$ cat config.mk
export PLATFORM = sky130hd
export DESIGN_NAME = rsc_ctrl
export DESIGN_NICKNAME = d
export VERILOG_FILES = /design/src/design/rsc_pkg.sv /design/src/design/rsc_ctrl.sv /design/src/design/rsc_sync.sv
export SDC_FILE = /design/constraint.sdc
export NUM_CORES = 1
export LEC_CHECK = 0
export BUFFER_PORTS_ARGS = -buffer_cell sky130_fd_sc_hd__buf_4
export CAP_MARGIN = 20
export CORE_MARGIN = 5
export CORE_UTILIZATION = 40
export CTS_CLUSTER_SIZE = 12
export DETAILED_ROUTE_END_ITERATION = 8
export SETUP_SLACK_MARGIN = 0.3
export SYNTH_ARGS = -nofsm -noshare
export SYNTH_HDL_FRONTEND = slang
export SYNTH_SLANG_ARGS = --single-unit
$ cat constraint.sdc
create_clock -name mclk_i -period 2.59 [get_ports mclk_i]
set_clock_uncertainty 0.15 [all_clocks]
set_input_delay 0.3885 -clock mclk_i [delete_from_list [all_inputs] [get_ports mclk_i]]
set_output_delay 0.3885 -clock mclk_i [all_outputs]
set_load 0.05 [all_outputs]
$ cat src/design/rsc_pkg.sv
// Purpose: Shared constants and types for the reset source controller.
// Assumes: System clock of 100 MHz on mclk_i; 8-bit register port.
// Notes: Register offsets are register indices on the plain register port.
package rsc_pkg;

    // Clock and timing figures.
    localparam int CLK_PERIOD_NS = 10;
    localparam int LOW_SUPPLY_MIN_NS = 1000000;
    // Least time, so the count rounds up.
    localparam int LOW_SUPPLY_MIN_CYC =
        (LOW_SUPPLY_MIN_NS + CLK_PERIOD_NS - 1) / CLK_PERIOD_NS;
    // Start-up delay in system clocks; a plain default.
    localparam int STARTUP_DELAY_CYC = 1024;
    // Watchdog counter width; overflow after 2**12 counting cycles.
    localparam int WDT_BITS = 12;

    // Register port widths.
    localparam int ADDR_W = 4;
    localparam int DATA_W = 8;

    // Register offsets.
    localparam logic [3:0] REG_STATUS = 4'h0;
    localparam logic [3:0] REG_INT_CTRL = 4'h1;
    localparam logic [3:0] REG_TMR_CTRL = 4'h2;
    localparam logic [3:0] REG_TMR_COUNT = 4'h3;
    localparam logic [3:0] REG_PA_DATA = 4'h4;
    localparam logic [3:0] REG_PA_DIR = 4'h5;
    localparam logic [3:0] REG_PWM_DUTY = 4'h6;
    localparam logic [3:0] REG_CONV_HIGH = 4'h7;
    localparam logic [3:0] REG_CONV_CTRL = 4'h8;
    localparam logic [3:0] REG_PC_LOW = 4'h9;
    localparam logic [3:0] REG_STACK_PTR = 4'hA;
    localparam logic [3:0] REG_CAUSE = 4'hB;

    // Field positions.
    localparam int STATUS_TO_BIT = 5;
    localparam int STATUS_PDF_BIT = 4;
    localparam int TMR_RUN_BIT = 4;

    // Reset values.
    localparam logic [7:0] INT_CTRL_RST = 8'h00;
    localparam logic [7:0] TMR_CTRL_RST = 8'h08;
    localparam logic [7:0] CONV_CTRL_RST = 8'h40;
    localparam logic [7:0] PORT_RST = 8'hFF;
    localparam logic [7:0] PC_LOW_RST = 8'h00;
    localparam logic [7:0] STACK_TOP = 8'h00;
    localparam logic [3:0] ALU_FLAGS_RST = 4'h0;

    // Writable bits; reserved bits stay zero.
    localparam logic [7:0] INT_CTRL_WMASK = 8'h7F;
    localparam logic [7:0] TMR_CTRL_WMASK = 8'hDF;

    // Sequencer states; hold to delay flips one bit, delay to run flips two.
    typedef enum logic [1:0] {
        RSC_RUN = 2'b00,
        RSC_HOLD = 2'b01,
        RSC_DELAY = 2'b11
    } rsc_state_t;

    // Which reset source acted.
    typedef struct packed {
        logic por;
        logic pin;
        logic low_supply_reset;
        logic wd_run;
        logic wd_halt;
    } rsc_cause_t;

    // Register port request from the master.
    typedef struct packed {
        logic [ADDR_W-1:0] addr;
        logic [DATA_W-1:0] wdata;
        logic we;
        logic re;
    } rsc_bus_t;

endpackage : rsc_pkg

$ cat src/design/rsc_ctrl.sv
// Purpose: Reset source controller for a small 8-bit microcontroller.
// Assumes: rst_i is the power-on reset; pins are asynchronous.
// Notes: Holds the registers whose reset state depends on the source.
`timescale 1ns/1ps
module rsc_ctrl #(
    parameter int LSR_CYC = rsc_pkg::LOW_SUPPLY_MIN_CYC,
    parameter int SST_CYC = rsc_pkg::STARTUP_DELAY_CYC,
    parameter int WDT_W = rsc_pkg::WDT_BITS
) (
    input wire logic mclk_i,                   // System clock.
    input wire logic rst_i,                    // Power-on reset, high.
    input wire logic external_reset_pin_n_i,   // Reset pin, active low.
    input wire logic low_supply_det_i,         // Supply monitor, high=low.
    input wire logic low_supply_enable_i,      // Option: supply reset on.
    input wire logic wdt_enable_i,             // Option: watchdog on.
    input wire logic clr_wdt_i,                // Core clears watchdog.
    input wire logic enter_halt_i,             // Core enters power-down.
    input wire logic wake_i,                   // Interrupt wake from halt.
    input wire rsc_pkg::rsc_bus_t bus_i,       // Register port request.
    output logic [7:0] rdata_o,                // Read data, next cycle.
    output logic cpu_run_o,                    // Execution allowed.
    output logic prescaler_clr_o,              // Timer prescaler clear.
    output logic timer_run_o,                  // Timer run bit.
    output logic [7:0] interrupt_control_o,    // Interrupt control.
    output logic [7:0] port_a_data_o,          // Port A data latch.
    output logic [7:0] port_a_direction_o,     // Port A direction.
    output logic [7:0] program_counter_low_o,  // Program counter low.
    output logic [7:0] stack_ptr_o,            // Stack pointer.
    output logic watchdog_expired_flag_o,      // Time-out flag.
    output logic powered_down_flag_o,          // Power-down flag.
    output rsc_pkg::rsc_cause_t cause_o        // Last reset source.
);
    import rsc_pkg::*;

    localparam int LSR_W = $clog2(LSR_CYC + 2);
    localparam int SST_W = $clog2(SST_CYC + 1);
    localparam logic [LSR_W-1:0] LSR_FIRE = LSR_W'(LSR_CYC + 1);
    localparam logic [SST_W-1:0] SST_LAST = SST_W'(SST_CYC - 1);

    // Refuse settings the counters cannot serve.
    if (LSR_CYC < 1 || SST_CYC < 1 || WDT_W < 2) begin : g_bad
        $error("rsc_ctrl: counts must be positive and WDT_W at least 2");
    end

    logic pin_n_s;
    logic low_s;

    // Every pin source passes two flops first.
    rsc_sync #(
        .W(2),
        .RST_VAL(2'b10)
    ) u_sync (
        .mclk_i(mclk_i),
        .rst_i(rst_i),
        .d_i({external_reset_pin_n_i, low_supply_det_i}),
        .q_o({pin_n_s, low_s})
    );

    rsc_state_t state_r, state_nxt;
    logic [SST_W-1:0] sst_r, sst_nxt;
    logic [LSR_W-1:0] lsr_r, lsr_nxt;
    logic [WDT_W-1:0] wdt_r, wdt_nxt;
    logic halted_r, halted_nxt;
    logic to_r, to_nxt;
    logic pdf_r, pdf_nxt;
    logic [3:0] alu_r, alu_nxt;
    logic [7:0] interrupt_control_reg_r, interrupt_control_reg_nxt;
    logic [7:0] timer_control_reg_r, timer_control_reg_nxt;
    logic [7:0] tmr_r, tmr_nxt;
    logic [7:0] pa_r, pa_nxt;
    logic [7:0] padir_r, padir_nxt;
    logic [7:0] pwm_r, pwm_nxt;
    logic [7:0] convh_r, convh_nxt;
    logic [7:0] convc_r, convc_nxt;
    logic [7:0] pcl_r, pcl_nxt;
    logic [7:0] sp_r, sp_nxt;
    logic [7:0] rdata_r, rdata_nxt;
    logic psc_r, psc_nxt;
    rsc_cause_t cause_r, cause_nxt;

    logic lvr_active;
    logic pin_low;
    logic hold_rst;
    logic wd_evt;
    logic wd_run_evt;
    logic wd_halt_evt;
    logic full_rst;

    // The filter only fires once low supply outlasts the minimum.
    assign lvr_active = low_supply_enable_i && (lsr_r == LSR_FIRE);
    assign pin_low = !pin_n_s;
    // Pin and supply resets hold the core for as long as they last.
    assign hold_rst = pin_low || lvr_active;
    assign wd_evt = (state_r == RSC_RUN) && wdt_enable_i && (&wdt_r);
    // Pin and supply resets take precedence over the watchdog.
    assign wd_run_evt = wd_evt && !halted_r && !hold_rst;
    assign wd_halt_evt = wd_evt && halted_r && !hold_rst;
    assign full_rst = hold_rst || wd_run_evt;

    // Low-supply filter counts consecutive low cycles and saturates.
    always_comb begin
        lsr_nxt = '0;
        if (low_supply_enable_i && low_s) begin
            lsr_nxt = (lsr_r == LSR_FIRE) ? lsr_r : lsr_r + 1'b1;
        end
    end

    // Reset sequencer: hold, start-up delay, then run.
    always_comb begin
        state_nxt = state_r;
        sst_nxt = sst_r;
        if (hold_rst) begin
            state_nxt = RSC_HOLD;
            sst_nxt = '0;
        end else if (wd_evt) begin
            state_nxt = RSC_DELAY;
            sst_nxt = '0;
        end else begin
            case (state_r)
                RSC_HOLD: begin
                    state_nxt = RSC_DELAY;
                    sst_nxt = '0;
                end
                RSC_DELAY: begin
                    // Execution stays inhibited for the delay.
                    if (sst_r == SST_LAST) begin
                        state_nxt = RSC_RUN;
                    end else begin
                        sst_nxt = sst_r + 1'b1;
                    end
                end
                RSC_RUN: begin
                    state_nxt = RSC_RUN;
                end
                default: begin
                    state_nxt = RSC_HOLD;
                end
            endcase
        end
    end

    // Watchdog starts from zero once the core runs again.
    always_comb begin
        wdt_nxt = wdt_r;
        if (state_r != RSC_RUN || clr_wdt_i || enter_halt_i || wd_evt) begin
            wdt_nxt = '0;
        end else if (wdt_enable_i) begin
            wdt_nxt = wdt_r + 1'b1;
        end
    end

    // Status flags; hardware sets win over software clears.
    always_comb begin
        to_nxt = to_r;
        pdf_nxt = pdf_r;
        halted_nxt = halted_r;
        cause_nxt = cause_r;
        if (hold_rst) begin
            // Flags kept as they were.
            halted_nxt = 1'b0;
            cause_nxt = '{por: 1'b0, pin: pin_low, low_supply_reset: lvr_active,
                          wd_run: 1'b0, wd_halt: 1'b0};
        end else if (wd_run_evt) begin
            to_nxt = 1'b1;
            cause_nxt = '{por: 1'b0, pin: 1'b0, low_supply_reset: 1'b0,
                          wd_run: 1'b1, wd_halt: 1'b0};
        end else if (wd_halt_evt) begin
            to_nxt = 1'b1;
            pdf_nxt = 1'b1;
            halted_nxt = 1'b0;
            cause_nxt = '{por: 1'b0, pin: 1'b0, low_supply_reset: 1'b0,
                          wd_run: 1'b0, wd_halt: 1'b1};
        end else if (enter_halt_i && state_r == RSC_RUN) begin
            to_nxt = 1'b0;
            pdf_nxt = 1'b1;
            halted_nxt = 1'b1;
        end else if (clr_wdt_i) begin
            to_nxt = 1'b0;
            pdf_nxt = 1'b0;
        end else if (wake_i) begin
            halted_nxt = 1'b0;
        end
    end

    // Register file: software writes, then reset loads by source.
    always_comb begin
        alu_nxt = alu_r;
        interrupt_control_reg_nxt = interrupt_control_reg_r;
        timer_control_reg_nxt = timer_control_reg_r;
        tmr_nxt = tmr_r;
        pa_nxt = pa_r;
        padir_nxt = padir_r;
        pwm_nxt = pwm_r;
        convh_nxt = convh_r;
        convc_nxt = convc_r;
        pcl_nxt = pcl_r;
        sp_nxt = sp_r;
        psc_nxt = full_rst || wd_halt_evt;
        if (bus_i.we) begin
            case (bus_i.addr)
                REG_STATUS: alu_nxt = bus_i.wdata[3:0];
                REG_INT_CTRL: interrupt_control_reg_nxt = bus_i.wdata & INT_CTRL_WMASK;
                REG_TMR_CTRL: timer_control_reg_nxt = bus_i.wdata & TMR_CTRL_WMASK;
                REG_TMR_COUNT: tmr_nxt = bus_i.wdata;
                REG_PA_DATA: pa_nxt = bus_i.wdata;
                REG_PA_DIR: padir_nxt = bus_i.wdata;
                REG_PWM_DUTY: pwm_nxt = bus_i.wdata;
                REG_CONV_HIGH: convh_nxt = bus_i.wdata;
                REG_CONV_CTRL: convc_nxt = bus_i.wdata;
                REG_PC_LOW: pcl_nxt = bus_i.wdata;
                default: begin
                end
            endcase
        end
        // Timer count, duty and result are not loaded by pin, supply or watchdog resets.
        if (full_rst) begin
            interrupt_control_reg_nxt = INT_CTRL_RST;
            timer_control_reg_nxt = TMR_CTRL_RST;
            convc_nxt = CONV_CTRL_RST;
            pa_nxt = PORT_RST;
            padir_nxt = PORT_RST;
            pcl_nxt = PC_LOW_RST;
            sp_nxt = STACK_TOP;
        end else if (wd_halt_evt) begin
            pcl_nxt = PC_LOW_RST;
            sp_nxt = STACK_TOP;
        end
    end

    // Read data stands in the cycle after the read strobe only.
    always_comb begin
        rdata_nxt = 8'h00;
        if (bus_i.re) begin
            case (bus_i.addr)
                REG_STATUS: rdata_nxt = {2'b00, to_r, pdf_r, alu_r};
                REG_INT_CTRL: rdata_nxt = interrupt_control_reg_r;
                REG_TMR_CTRL: rdata_nxt = timer_control_reg_r;
                REG_TMR_COUNT: rdata_nxt = tmr_r;
                REG_PA_DATA: rdata_nxt = pa_r;
                REG_PA_DIR: rdata_nxt = padir_r;
                REG_PWM_DUTY: rdata_nxt = pwm_r;
                REG_CONV_HIGH: rdata_nxt = convh_r;
                REG_CONV_CTRL: rdata_nxt = convc_r;
                REG_PC_LOW: rdata_nxt = pcl_r;
                REG_STACK_PTR: rdata_nxt = sp_r;
                REG_CAUSE: rdata_nxt = {3'b000, cause_r};
                default: rdata_nxt = 8'h00;
            endcase
        end
    end

    // Power-on load; the core then waits the start-up delay.
    always_ff @(posedge mclk_i) begin
        if (rst_i) begin
            state_r <= RSC_DELAY;
            sst_r <= '0;
            lsr_r <= '0;
            wdt_r <= '0;
            halted_r <= 1'b0;
            to_r <= 1'b0;
            pdf_r <= 1'b0;
            alu_r <= ALU_FLAGS_RST;
            interrupt_control_reg_r <= INT_CTRL_RST;
            timer_control_reg_r <= TMR_CTRL_RST;
            tmr_r <= 8'h00;
            pa_r <= PORT_RST;
            padir_r <= PORT_RST;
            pwm_r <= 8'h00;
            convh_r <= 8'h00;
            convc_r <= CONV_CTRL_RST;
            pcl_r <= PC_LOW_RST;
            sp_r <= STACK_TOP;
            rdata_r <= 8'h00;
            psc_r <= 1'b1;
            cause_r <= '{por: 1'b1, pin: 1'b0, low_supply_reset: 1'b0,
                         wd_run: 1'b0, wd_halt: 1'b0};
        end else begin
            state_r <= state_nxt;
            sst_r <= sst_nxt;
            lsr_r <= lsr_nxt;
            wdt_r <= wdt_nxt;
            halted_r <= halted_nxt;
            to_r <= to_nxt;
            pdf_r <= pdf_nxt;
            alu_r <= alu_nxt;
            interrupt_control_reg_r <= interrupt_control_reg_nxt;
            timer_control_reg_r <= timer_control_reg_nxt;
            tmr_r <= tmr_nxt;
            pa_r <= pa_nxt;
            padir_r <= padir_nxt;
            pwm_r <= pwm_nxt;
            convh_r <= convh_nxt;
            convc_r <= convc_nxt;
            pcl_r <= pcl_nxt;
            sp_r <= sp_nxt;
            rdata_r <= rdata_nxt;
            psc_r <= psc_nxt;
            cause_r <= cause_nxt;
        end
    end

    // Outputs come straight from registers; cpu_run_o is decoded from state_r.
    assign rdata_o = rdata_r;
    assign cpu_run_o = (state_r == RSC_RUN);
    assign prescaler_clr_o = psc_r;
    assign timer_run_o = timer_control_reg_r[TMR_RUN_BIT];
    assign interrupt_control_o = interrupt_control_reg_r;
    assign port_a_data_o = pa_r;
    assign port_a_direction_o = padir_r;
    assign program_counter_low_o = pcl_r;
    assign stack_ptr_o = sp_r;
    assign watchdog_expired_flag_o = to_r;
    assign powered_down_flag_o = pdf_r;
    assign cause_o = cause_r;

    // A low pin holds the core with the program counter cleared.
    AST_PIN_CLEARS_PC: assert property (@(posedge mclk_i) disable iff (rst_i)
        pin_low |=> (pcl_r == 8'h00) && !cpu_run_o)
        else $error("pin reset did not clear PC or stop execution");

    AST_LVR_OPTION: assert property (@(posedge mclk_i) disable iff (rst_i)
        !low_supply_enable_i |=> !lvr_active)
        else $error("low-supply reset active while disabled");

    AST_LVR_FILTER: assert property (@(posedge mclk_i) disable iff (rst_i)
        $rose(lvr_active) |-> $past(lsr_r) == LSR_W'(LSR_CYC))
        else $error("low-supply reset fired before minimum duration");

    AST_WD_RUN_FLAGS: assert property (@(posedge mclk_i) disable iff (rst_i)
        wd_run_evt |=> to_r && (pdf_r == $past(pdf_r)) && !cpu_run_o)
        else $error("running watchdog reset flags wrong");

    AST_WD_HALT_KEEP: assert property (@(posedge mclk_i) disable iff (rst_i)
        wd_halt_evt |=> to_r && pdf_r && (pcl_r == 8'h00)
            && (pa_r == $past(pa_r)) && (timer_control_reg_r == $past(timer_control_reg_r)))
        else $error("power-down watchdog reset changed kept state");

    AST_PIN_KEEPS_FLAGS: assert property (@(posedge mclk_i) disable iff (rst_i)
        hold_rst |=> (to_r == $past(to_r)) && (pdf_r == $past(pdf_r)))
        else $error("pin or supply reset changed status flags");

    AST_STARTUP_DELAY: assert property (@(posedge mclk_i) disable iff (rst_i)
        $rose(cpu_run_o) |-> $past(state_r) == RSC_DELAY
            && $past(sst_r) == SST_LAST)
        else $error("execution resumed before start-up delay ended");

    AST_FULL_LOADS: assert property (@(posedge mclk_i) disable iff (rst_i)
        full_rst |=> (timer_control_reg_r == TMR_CTRL_RST) && (convc_r == CONV_CTRL_RST)
            && (interrupt_control_reg_r == INT_CTRL_RST) && (padir_r == PORT_RST))
        else $error("full reset did not load control registers");

    AST_WDT_RESTART: assert property (@(posedge mclk_i) disable iff (rst_i)
        (state_r != RSC_RUN) |=> (wdt_r == '0))
        else $error("watchdog not cleared during reset");

endmodule : rsc_ctrl

$ cat src/design/rsc_sync.sv
// Purpose: Two-flop synchroniser for asynchronous pin levels.
// Assumes: Synchronous active-high reset.
// Notes: The first stage is read only by the second stage.
`timescale 1ns/1ps
module rsc_sync #(
    parameter int W = 1,
    parameter logic [W-1:0] RST_VAL = '0
) (
    input wire logic mclk_i,        // System clock.
    input wire logic rst_i,         // Synchronous reset.
    input wire logic [W-1:0] d_i,   // Asynchronous levels.
    output logic [W-1:0] q_o        // Synchronised levels.
);
    logic [W-1:0] meta_r;
    logic [W-1:0] meta_nxt;
    logic [W-1:0] q_r;
    logic [W-1:0] q_nxt;

    // Shift the pin level through two stages.
    always_comb begin
        meta_nxt = d_i;
        q_nxt = meta_r;
    end

    // The reset value matches the pin's idle level.
    always_ff @(posedge mclk_i) begin
        if (rst_i) begin
            meta_r <= RST_VAL;
            q_r <= RST_VAL;
        end else begin
            meta_r <= meta_nxt;
            q_r <= q_nxt;
        end
    end

    assign q_o = q_r;
endmodule : rsc_sync

==> flow_summary.yaml, run 1 <==
cts:
  h-tree-depth: 4
  cts_root_buf: "clkbuf_16"
  clock_sinks: 137
  clk_path_buf_depth: 2
  cts_tree: "yes"
  clk_pin_slew_ps: 60
  cts_buffers: 17
  clock_latency_ps: 410
drt:
  wl_per_cell_um: 17.6
  viasPerCell: 5.40
  vias: 5447
  firstDrtPassIters: 5
  ant_nets: 0
  drtIter0Drc: 454
  wirelength_mm: 17.8
  drc_errors: 0
timing:
  finalWorstSetupSlack_ps: 367
  setup_viol: 0
  hold_viol_final: 0
  max_slew_margin: 0.571
  tns_ps: 0
  worst_slew_pin_slew_ps: 642
  finalCriticalPeriod_ps: 2220
  fin_crit_sh: 0.858
  finalMaxSlewViolations: 0
  timing.fmax_mhz: 450
  rsz0062_at_grt: "true"
grt:
  grt_remaining_overflow: 0
  grt.total_usage: 0.192
  antenna_found_initial: 0
  grt_pass1_wl_mm: 27.6
  grt_max_degree: 40
  grt_pass1_vias: 5139
setup_path:
  cp_cell_sequence: "inv_2 -> ha_4 -> nor4b_4 -> nand4_4 -> o211ai_1 -> buf_4 -> a21o_4 -> clkbuf_16 -> nor2_1"
  max_stage_delay_ps: 480
  critPathLaunchType: "flip-flop"
  r2r_setup_slack_ps: 370
  reg2reg_from: "lsr_r[1]"
  critPathCaptureType: "flip-flop"
  rr_worst_depth: 9
  crit_slowest_cell: "o211ai_1"
  crit_fanout: 5
  worst_ep_required_time_ps: 2750
  worstReg2RegEnd: "timer_control_reg_r[6]"
  worstSetupPathType: "flip-flop to flip-flop"
  cp.arrival_ps: 2380
yosys:
  synth.distinct_cells: 66
  ys.flop_type: "dfxtp_1"
  ys_async_sr_fraction: 0
  ys_seq_area_frac: 0.439
  syn_area_per_cell_sq_um: 8.78
  postSynthCellCount: 712
  ys_warn_count: 0
  ys_ff_latch: 137
  synth.cell_area_sq_um: 6250
  synth_edf_count: 0
worst_hold_path:
  hold_path_class: "primary input to flip-flop"
  min-delay-start: "low_supply_det_i"
  worstHoldPathCells: 2
  whs_endpoint: "u_sync.meta_r[0]"
floorplan:
  start_util: 0.410
  fp-row-count: 45
  io_pins: 81
  die_w_um: 135
  dieArea_sq_um: 18200
  die_y_um: 135
  core_sq_um: 15300
power:
  leakage_nw: 3.07
  power_density_nw_per_um2: 678
  ir_worst_vdd_uv: 390
placement:
  post-place-ws_ps: 303
  routabilityCongestion: 0.884
  placed_cells: 969
  numPortBuffers: 71
  hpwl_mm: 12.3
layout:
  seq_area_sq_um: 2750
  final_layout_size_suffix_gt1_frac: 0.207
  final_common_cell: "dfxtp_1"
  multi_input_area_sq_um: 3330
  final_cell_mix: "dfxtp_1, buf_4, nand2_1, nor2_1, mux2i_1"
  diodes: 0
  area_delta_synth_final_pct: 24.0
  utilization: 0.508
  fin_nets: 814
  fillers: 1436
  stdcell_count: 1008
flow_run:
  drv_cap: 0
status:
  status: "finished clean"
-- sequential cells by signal (all words and copies together), names as in the netlist, 4 cells and up --
signal	cells
wdt_r	12
interrupt_control_o	7
port_a_data_o	8
pwm_r	8
convh_r	8
alu_r	4
timer_control_reg_r	7
program_counter_low_o	8
cause_o	5
sst_r	11
rdata_o	8
tmr_r	8
convc_r	8
port_a_direction_o	8
lsr_r	17
-- critical path, delay by kind of cell, from the launching register on --
| family | cells | cell delay (ps) |
|---|---|---|
| adders and majority gates | 1 | 110 |
| DFF | 1 | 330 |
| and+or+nand+nor | 3 | 450 |
| buffers and inverters | 3 | 450 |
| AOI/OAI and AO/OA | 2 | 630 |
-- cell usage after synthesis (2+ instances only) --
| library cell | instances | share of area |
|---|---|---|
| a31o_2 | 2 | 0.0028 |
| ha_1 | 7 | 0.014 |
| or2_2 | 3 | 0.0030 |
| inv_1 | 15 | 0.0090 |
| a22o_1 | 4 | 0.0056 |
| a31oi_1 | 6 | 0.0060 |
| and3_1 | 10 | 0.010 |
| clkbuf_1 | 26 | 0.016 |
| a222oi_1 | 2 | 0.0032 |
| buf_2 | 10 | 0.0080 |
| nor2b_1 | 14 | 0.014 |
| dfxtp_1 | 137 | 0.44 |
| a221oi_1 | 3 | 0.0042 |
| or3_1 | 4 | 0.0040 |
| mux2i_1 | 56 | 0.090 |
| xnor2_1 | 10 | 0.014 |
| a21oi_1 | 37 | 0.030 |
| o22a_1 | 2 | 0.0028 |
| nand3b_1 | 5 | 0.0060 |
| nor2_1 | 92 | 0.055 |
| xor2_1 | 16 | 0.022 |
| nand4_1 | 14 | 0.014 |
| and2_1 | 5 | 0.0050 |
| nor3_1 | 11 | 0.0088 |
| mux2_2 | 6 | 0.011 |
| nor4b_4 | 3 | 0.011 |
| nor3b_1 | 2 | 0.0024 |
| a21o_1 | 2 | 0.0024 |
| nand2_1 | 87 | 0.052 |
| a32oi_1 | 2 | 0.0028 |
| nand3_1 | 46 | 0.037 |
| mux4_2 | 2 | 0.0072 |
| a22oi_1 | 5 | 0.0060 |
| a311oi_1 | 3 | 0.0042 |
| buf_4 | 11 | 0.013 |
| o21ai_0 | 17 | 0.014 |
| a211o_1 | 2 | 0.0028 |
| and4_1 | 4 | 0.0056 |
| a41oi_1 | 2 | 0.0028 |
-- what timing repair did --
| action | 4_1_cts | 5_1_grt |
|---|---|---|
| gates cloned | 0 | 3 |
| pin swaps | 0 | 10 |
| setup endpoints to repair | 4 | 59 |
| buffers inserted | 0 | 3 |
| gates resized for setup | 1 | 27 |
| hold buffers | 1 | 0 |
| hold endpoints to repair | 1 | 0 |
-- worst max path at each step --
stage / depth (start not counted) / from / slack [ps] / endpoint
after floorplan: 7 / state_r[0] / 380 / powered_down_flag_o
after global placement: 6 / lsr_r[0] / 400 / sst_r[4]
after detailed placement: 6 / lsr_r[0] / 300 / sst_r[10]
after CTS: 7 / lsr_r[1] / 370 / port_a_data_o[0]
after global routing: 9 / lsr_r[1] / 230 / timer_control_reg_r[6]
final: 9 / lsr_r[1] / 370 / timer_control_reg_r[6]
-- logic make-up (layout without fill, tap and decap cells) --
group / Yosys count / in the layout / share of synthesized area
compound gates: 99 / 99 / 0.102
mux: 64 / 64 / 0.108
buf+inv: 64 / 141 / 0.0482
fa+ha+maj: 7 / 7 / 0.0140
flops: 137 / 137 / 0.439
xor+xnor: 26 / 26 / 0.0364
simple gates: 314 / 314 / 0.253
other cells: 1 / 9 / 0.000600
-- power by group --
part           leakage [nW]  internal (mW)  switching (mW)
clock network         0.281           1.53           0.903
registers              1.11           2.16          0.0483
logic                  1.68          0.218           0.401
-- metal layers --
metal | GRT usage | up-vias | part of all wire
li1 | - | 2615 | -
met1 | 0.265 | 2626 | 0.46
met2 | 0.298 | 185 | 0.47
met3 | 0.0466 | 21 | 0.063
met4 | 0.0577 | 0 | 0.012
met5 | 0 | - | 0
-- area by class of cell --
type	instances	share of cell area
clock buffers	19	0.0571
inverters	15	0.00726
clock inverters	13	0.0197
repair buffers	94	0.0980
well taps	211	0.0341
multi-input cells	519	0.429
flip-flops and latches	137	0.354
-- metrics by stage --
stage / hold WS (ps) / cell area (sq um) / total power, mW
final: 33.4 / 7750 / 5.26
after detailed placement: 251 / 6960 / 2.83
after CTS: 20.2 / 7560 / 5.26
after floorplan: 239 / 6280 / 2.66
after global placement: 258 / 6960 / 2.82
after global routing: 44.4 / 7750 / 5.45
Power figures use the tool's default switching activity.
==> run 2: changes to the inputs <==
- CORE_ASPECT_RATIO: unset -> 0.7
==> run 2 against run 1 <==
  * Routed wire length rose by 5.5%
  * Sequential share of layout area rose by 0.36 points
  * Register-to-register slack improved by 130 ps
  * Critical endpoint is now powered_down_flag_o
==> flow_summary.yaml, run 2 (synthesis gave the netlist of run 1 again) <==
cts:
  cts_buffers: 17
  h-tree-depth: 4
  cts_tree: "yes"
  cts_hold_buf: 0
  cts_root_buf: "clkbuf_16"
  clock_sinks: 137
  clk_pin_slew_ps: 60
  clk_path_buf_depth: 2
  clock_latency_ps: 420
grt:
  grt_max_degree: 40
  met1_usage: 0.300
  antenna_found_initial: 0
  grt.total_usage: 0.203
  groute.layer.met3.usage: 0.0525
  grt_pass1_vias: 5171
  busiest_layer: "met1"
  grtUsageMet2: 0.289
  grt_pass1_wl_mm: 29.2
  grt_remaining_overflow: 0
layout:
  final_cell_mix: "dfxtp_1, buf_4, nor2_1"
  top_regs: "lsr_r (17), wdt_r (12), sst_r (11)"
  utilization: 0.497
  area_delta_synth_final_pct: 22.5
  final_common_cell: "dfxtp_1"
  top_register: "lsr_r"
  final_layout_size_suffix_gt1_frac: 0.192
  diodes: 0
  largest_reg_flops: 17
  fillers: 1458
  fin_nets: 818
floorplan:
  die_w_um: 159
  die_y_um: 115
  core_sq_um: 15400
  dieArea_sq_um: 18300
  io_pins: 81
  fp-row-count: 38
  start_util: 0.406
timing:
  fin_crit_sh: 0.810
  finalCriticalPeriod_ps: 2100
  tns_ps: 0
  timing.fmax_mhz: 477
  max_slew_margin: 0.547
  finalWorstSetupSlack_ps: 493
  rsz0062_at_grt: "false"
  setup_viol: 0
  finalMaxSlewViolations: 0
  hold_viol_final: 0
  worst_slew_pin_slew_ps: 677
worst_hold_path:
  hold_path_class: "primary input to flip-flop"
placement:
  numPortBuffers: 71
  routabilityCongestion: 0.935
  post-place-ws_ps: 265
  hpwl_mm: 13.5
setup_path:
  worstSetupPathType: "flip-flop to flip-flop"
  path_buf_inv: 2
  cp_cell_sequence: "inv_1 -> ha_2 -> nand3_1 -> nor4_4 -> buf_4 -> mux2i_1 -> a31oi_1 -> a311oi_1"
  cp.arrival_ps: 2280
  critPathCaptureType: "flip-flop"
  critPathLaunchType: "flip-flop"
  crit_slowest_cell: "dfxtp_1"
  crit_fanout: 7
  max_stage_delay_ps: 330
  worst_ep_required_time_ps: 2770
  path_delay_family: "simple AND/OR/NAND/NOR gates"
power:
  ir_worst_vdd_uv: 535
  power_density_nw_per_um2: 702
  leakage_nw: 3.09
status:
  status: "finished clean"
drt:
  firstDrtPassIters: 6
  vias: 5544
  viasPerCell: 5.54
  wl_per_cell_um: 18.7
  drtIter0Drc: 394
  ant_nets: 0
  wirelength_mm: 18.7
  drc_errors: 0
flow_run:
  drv_cap: 0
## run 2: changes by cell type in the layout (fill, tap and decap cells not counted), moves of 2 or more
cell,before,now
a21oi_1,31,37
a21oi_2,6,0
buf_4,89,96
clkbuf_16,19,17
clkinvlp_4,5,2
dfxtp_1,135,137
nor2_1,87,92
nor2_4,5,0
## run 2: per-stage QoR
stage	hold WS, ps	cell area (sq um)	std cells	power [mW]
floorplan	239	6280	720	2.66
global placement	250	6970	962	2.83
detailed placement	252	6970	962	2.85
CTS	7.52	7590	994	5.40
global route	28.0	7660	1001	5.58
finish	23.9	7660	1001	5.38
## run 2: worst paths after layout
path                                        startpoint             endpoint  slack, ps  cells past startpoint
worst min-delay path            external_reset_pin_n_i     u_sync.meta_r[1]         20                      2
worst max-delay path                        state_r[1]  powered_down_flag_o        490                      8
worst max register to register              state_r[1]  powered_down_flag_o        490                      8
worst min register to register        u_sync.meta_r[1]        u_sync.q_o[1]        270                      1
## run 2: worst reg2reg max path, cell delays in order, from the launching register on
cell      delay [ps]
dfxtp_1          330
inv_1             90
ha_2             270
nand3_1          150
nor4_4           260
buf_4            220
mux2i_1          200
a31oi_1          100
a311oi_1         240
## run 2: area by class of cell
class | count | area (sq um) | share of cell area
Clock buffer | 20 | 447 | 0.0583
Clock inverter | 12 | 173 | 0.0225
Inverter | 15 | 56.3 | 0.00735
Multi-Input combinational cell | 520 | 3260 | 0.426
Sequential cell | 137 | 2740 | 0.358
Tap cell | 200 | 250 | 0.0327
Timing Repair Buffer | 97 | 732 | 0.0955
## run 2: what timing repair did
item	4_1_cts	5_1_grt
buffers inserted	0	6
endpoints found under the setup margin	20	60
pin swaps	0	4
cloned	0	1
gates resized for setup	1	4
## run 2: layer usage
metal,part of all wire,vias to the layer above
met2,0.41,197
met5,0,-
met3,0.086,22
li1,-,2634
met1,0.49,2691
met4,0.016,0
## run 2: where the power goes
part           leakage [nW]  switching, mW  internal (mW)
clock network         0.300          0.914           1.63
logic                  1.68          0.403          0.215
registers              1.11         0.0500           2.16
total                  3.09           1.37           4.01
==> run 3: changes to the inputs <==
- clock period: 2.59 -> 1.85 ns (I/O delays scaled with it)
==> run 3 against run 2 <==
  * The flow now finishes with violations (negative setup slack)
  * Clock power increased by 61%
  * Flip-flop and latch count unchanged
  * Power increased by 56%
  * Register-to-register slack got worse by 620 ps
  * Die area unchanged
  * Sequential power increased by 40%
  * Largest power group unchanged
==> flow_summary.yaml, run 3 (synthesis gave the netlist of run 1 again) <==
grt:
  antenna_found_initial: 0
  grt.total_usage: 0.225
  grt_max_degree: 40
  grt_pass1_wl_mm: 32.1
  grt_remaining_overflow: 0
  grt_pass1_vias: 5706
setup_path:
  crit_slowest_cell: "dfxtp_2"
  critPathLaunchType: "flip-flop"
  max_stage_delay_ps: 330
  worstSetupPathType: "flip-flop to flip-flop"
  crit_fanout: 5
  critPathCaptureType: "flip-flop"
  cp.arrival_ps: 2130
  r2r_setup_slack_ps: -130
  cp_cell_sequence: "inv_2 -> ha_4 -> nor4b_4 -> nand4_4 -> o211ai_1 -> buf_4 -> buf_6 -> a21oi_4 -> clkbuf_16 -> nand3_2"
  worst_ep_required_time_ps: 2000
timing:
  finalCriticalPeriod_ps: 1980
  hold_viol_final: 0
  worst_slew_pin_slew_ps: 598
  rsz0062_at_grt: "true"
  setup_viol: 65
  timing.fmax_mhz: 505
  finalWorstSetupSlack_ps: -130
  fin_crit_sh: 1.07
  finalMaxSlewViolations: 0
  max_slew_margin: 0.600
  hold_ws_ps: 29.8
power:
  power_density_nw_per_um2: 920
  ir_worst_vdd_uv: 728
  leakage_nw: 3.67
placement:
  hpwl_mm: 14.4
  routabilityCongestion: 0.913
  placed_area_sq_um: 7730
  numPortBuffers: 71
drt:
  drc_errors: 0
  dr_wl_met2_mm: 8.95
  drtIter0Drc: 500
  viasPerCell: 5.44
  wl_met3_mm: 1.71
  wl_per_cell_um: 19.5
  ant_nets: 0
  vias: 5907
  dr.max_layer_used: "met4"
  firstDrtPassIters: 5
  drt-met1-wl_mm: 10.2
  wirelength_mm: 21.2
floorplan:
  start_util: 0.406
  io_pins: 81
  die_y_um: 115
  fp-row-count: 38
  dieArea_sq_um: 18300
  die_w_um: 159
  core_sq_um: 15400
layout:
  fillers: 1317
  multi_input_area_sq_um: 3710
  final_layout_size_suffix_gt1_frac: 0.382
  seq_area_sq_um: 2790
  fin_nets: 902
  final_common_cell: "buf_4"
  top_regs: "lsr_r (17), wdt_r (12), sst_r (11)"
  final_cell_mix: "buf_4, dfxtp_1, nand2_1"
  diodes: 0
  fin_area_sq_um: 9110
  largest_reg_flops: 17
  area_delta_synth_final_pct: 45.7
  top_register: "lsr_r"
cts:
  clock_sinks: 137
  cts_root_buf: "clkbuf_16"
  cts_buffers: 17
  cts_tree: "yes"
  clk_pin_slew_ps: 60
  clk_path_buf_depth: 2
  h-tree-depth: 4
  clock_latency_ps: 420
status:
  violations: "negative setup slack"
  status: "finished with violations"
worst_hold_path:
  hold_path_class: "primary input to flip-flop"
flow_run:
  drv_cap: 0
[run 3: cell types whose count changed in the layout (fill, tap and decap cells not counted), sizes merged, moves of 2 or more]
cell	change
clkinv	-3
clkbuf	+5
bufinv	+2
buf	+80
dlygate4sd3	+3
[run 3: critical path, delay by kind of cell, from the launching register on]
family	cells	cell delay, ps
AO/OA/AOI/OAI	2	420
adder cells (fa/ha/maj)	1	140
buffers and inverters	4	540
flip-flops	1	330
AND/OR/NAND/NOR	3	280
[run 3: power by group]
part | switching [mW] | internal, mW | total [mW]
combinational | 0.679 | 0.497 | 1.18
clock | 1.31 | 2.80 | 4.10
sequential | 0.0734 | 3.03 | 3.10
[run 3: cell type report]
cell class / instances / share of cell area
clock inverter: 9 / 0.0225
sequential: 137 / 0.306
multi-input combinational: 519 / 0.407
clock buffer: 23 / 0.0570
tap: 200 / 0.0275
inverter: 15 / 0.00618
timing repair buffer: 182 / 0.174
[run 3: path summary, 6_finish.rpt]
check	startpoint	endpoint	cells after the start
setup / recovery	lsr_r[1]	port_a_direction_o[7]	10
hold / removal	enter_halt_i	wdt_r[10]	3
setup reg to reg	lsr_r[1]	port_a_direction_o[7]	10
hold reg to reg	u_sync.meta_r[1]	u_sync.q_o[1]	1
[run 3: timing repair]
item / 4_1_cts / 5_1_grt
buffers inserted: 17 / 6
hold endpoints to repair: 3 / 0
hold buffers: 3 / 0
endpoints found under the setup margin: 92 / 97
cloned: 0 / 4
gates resized for setup: 34 / 58
pin swaps: 13 / 16
[run 3: through the flow]
step	util	setup WS (ps)	power, mW	setup TNS [ps]	std cells
after global routing	0.591	-216	8.66	-12080	1085
final	0.591	-130	8.38	-5900	1085
after global placement	0.502	-324	4.15	-10870	1023
after detailed placement	0.502	-395	4.17	-11640	1023
after CTS	0.568	-119	8.36	-4020	1075
after floorplan	-	-37.8	3.81	-149	720
[run 3: per-layer routing]
layer | track usage | up-vias
met2 | 0.317 | 226
met5 | 0 | -
met4 | 0.0625 | 0
li1 | - | 2795
met1 | 0.336 | 2856
met3 | 0.0601 | 30
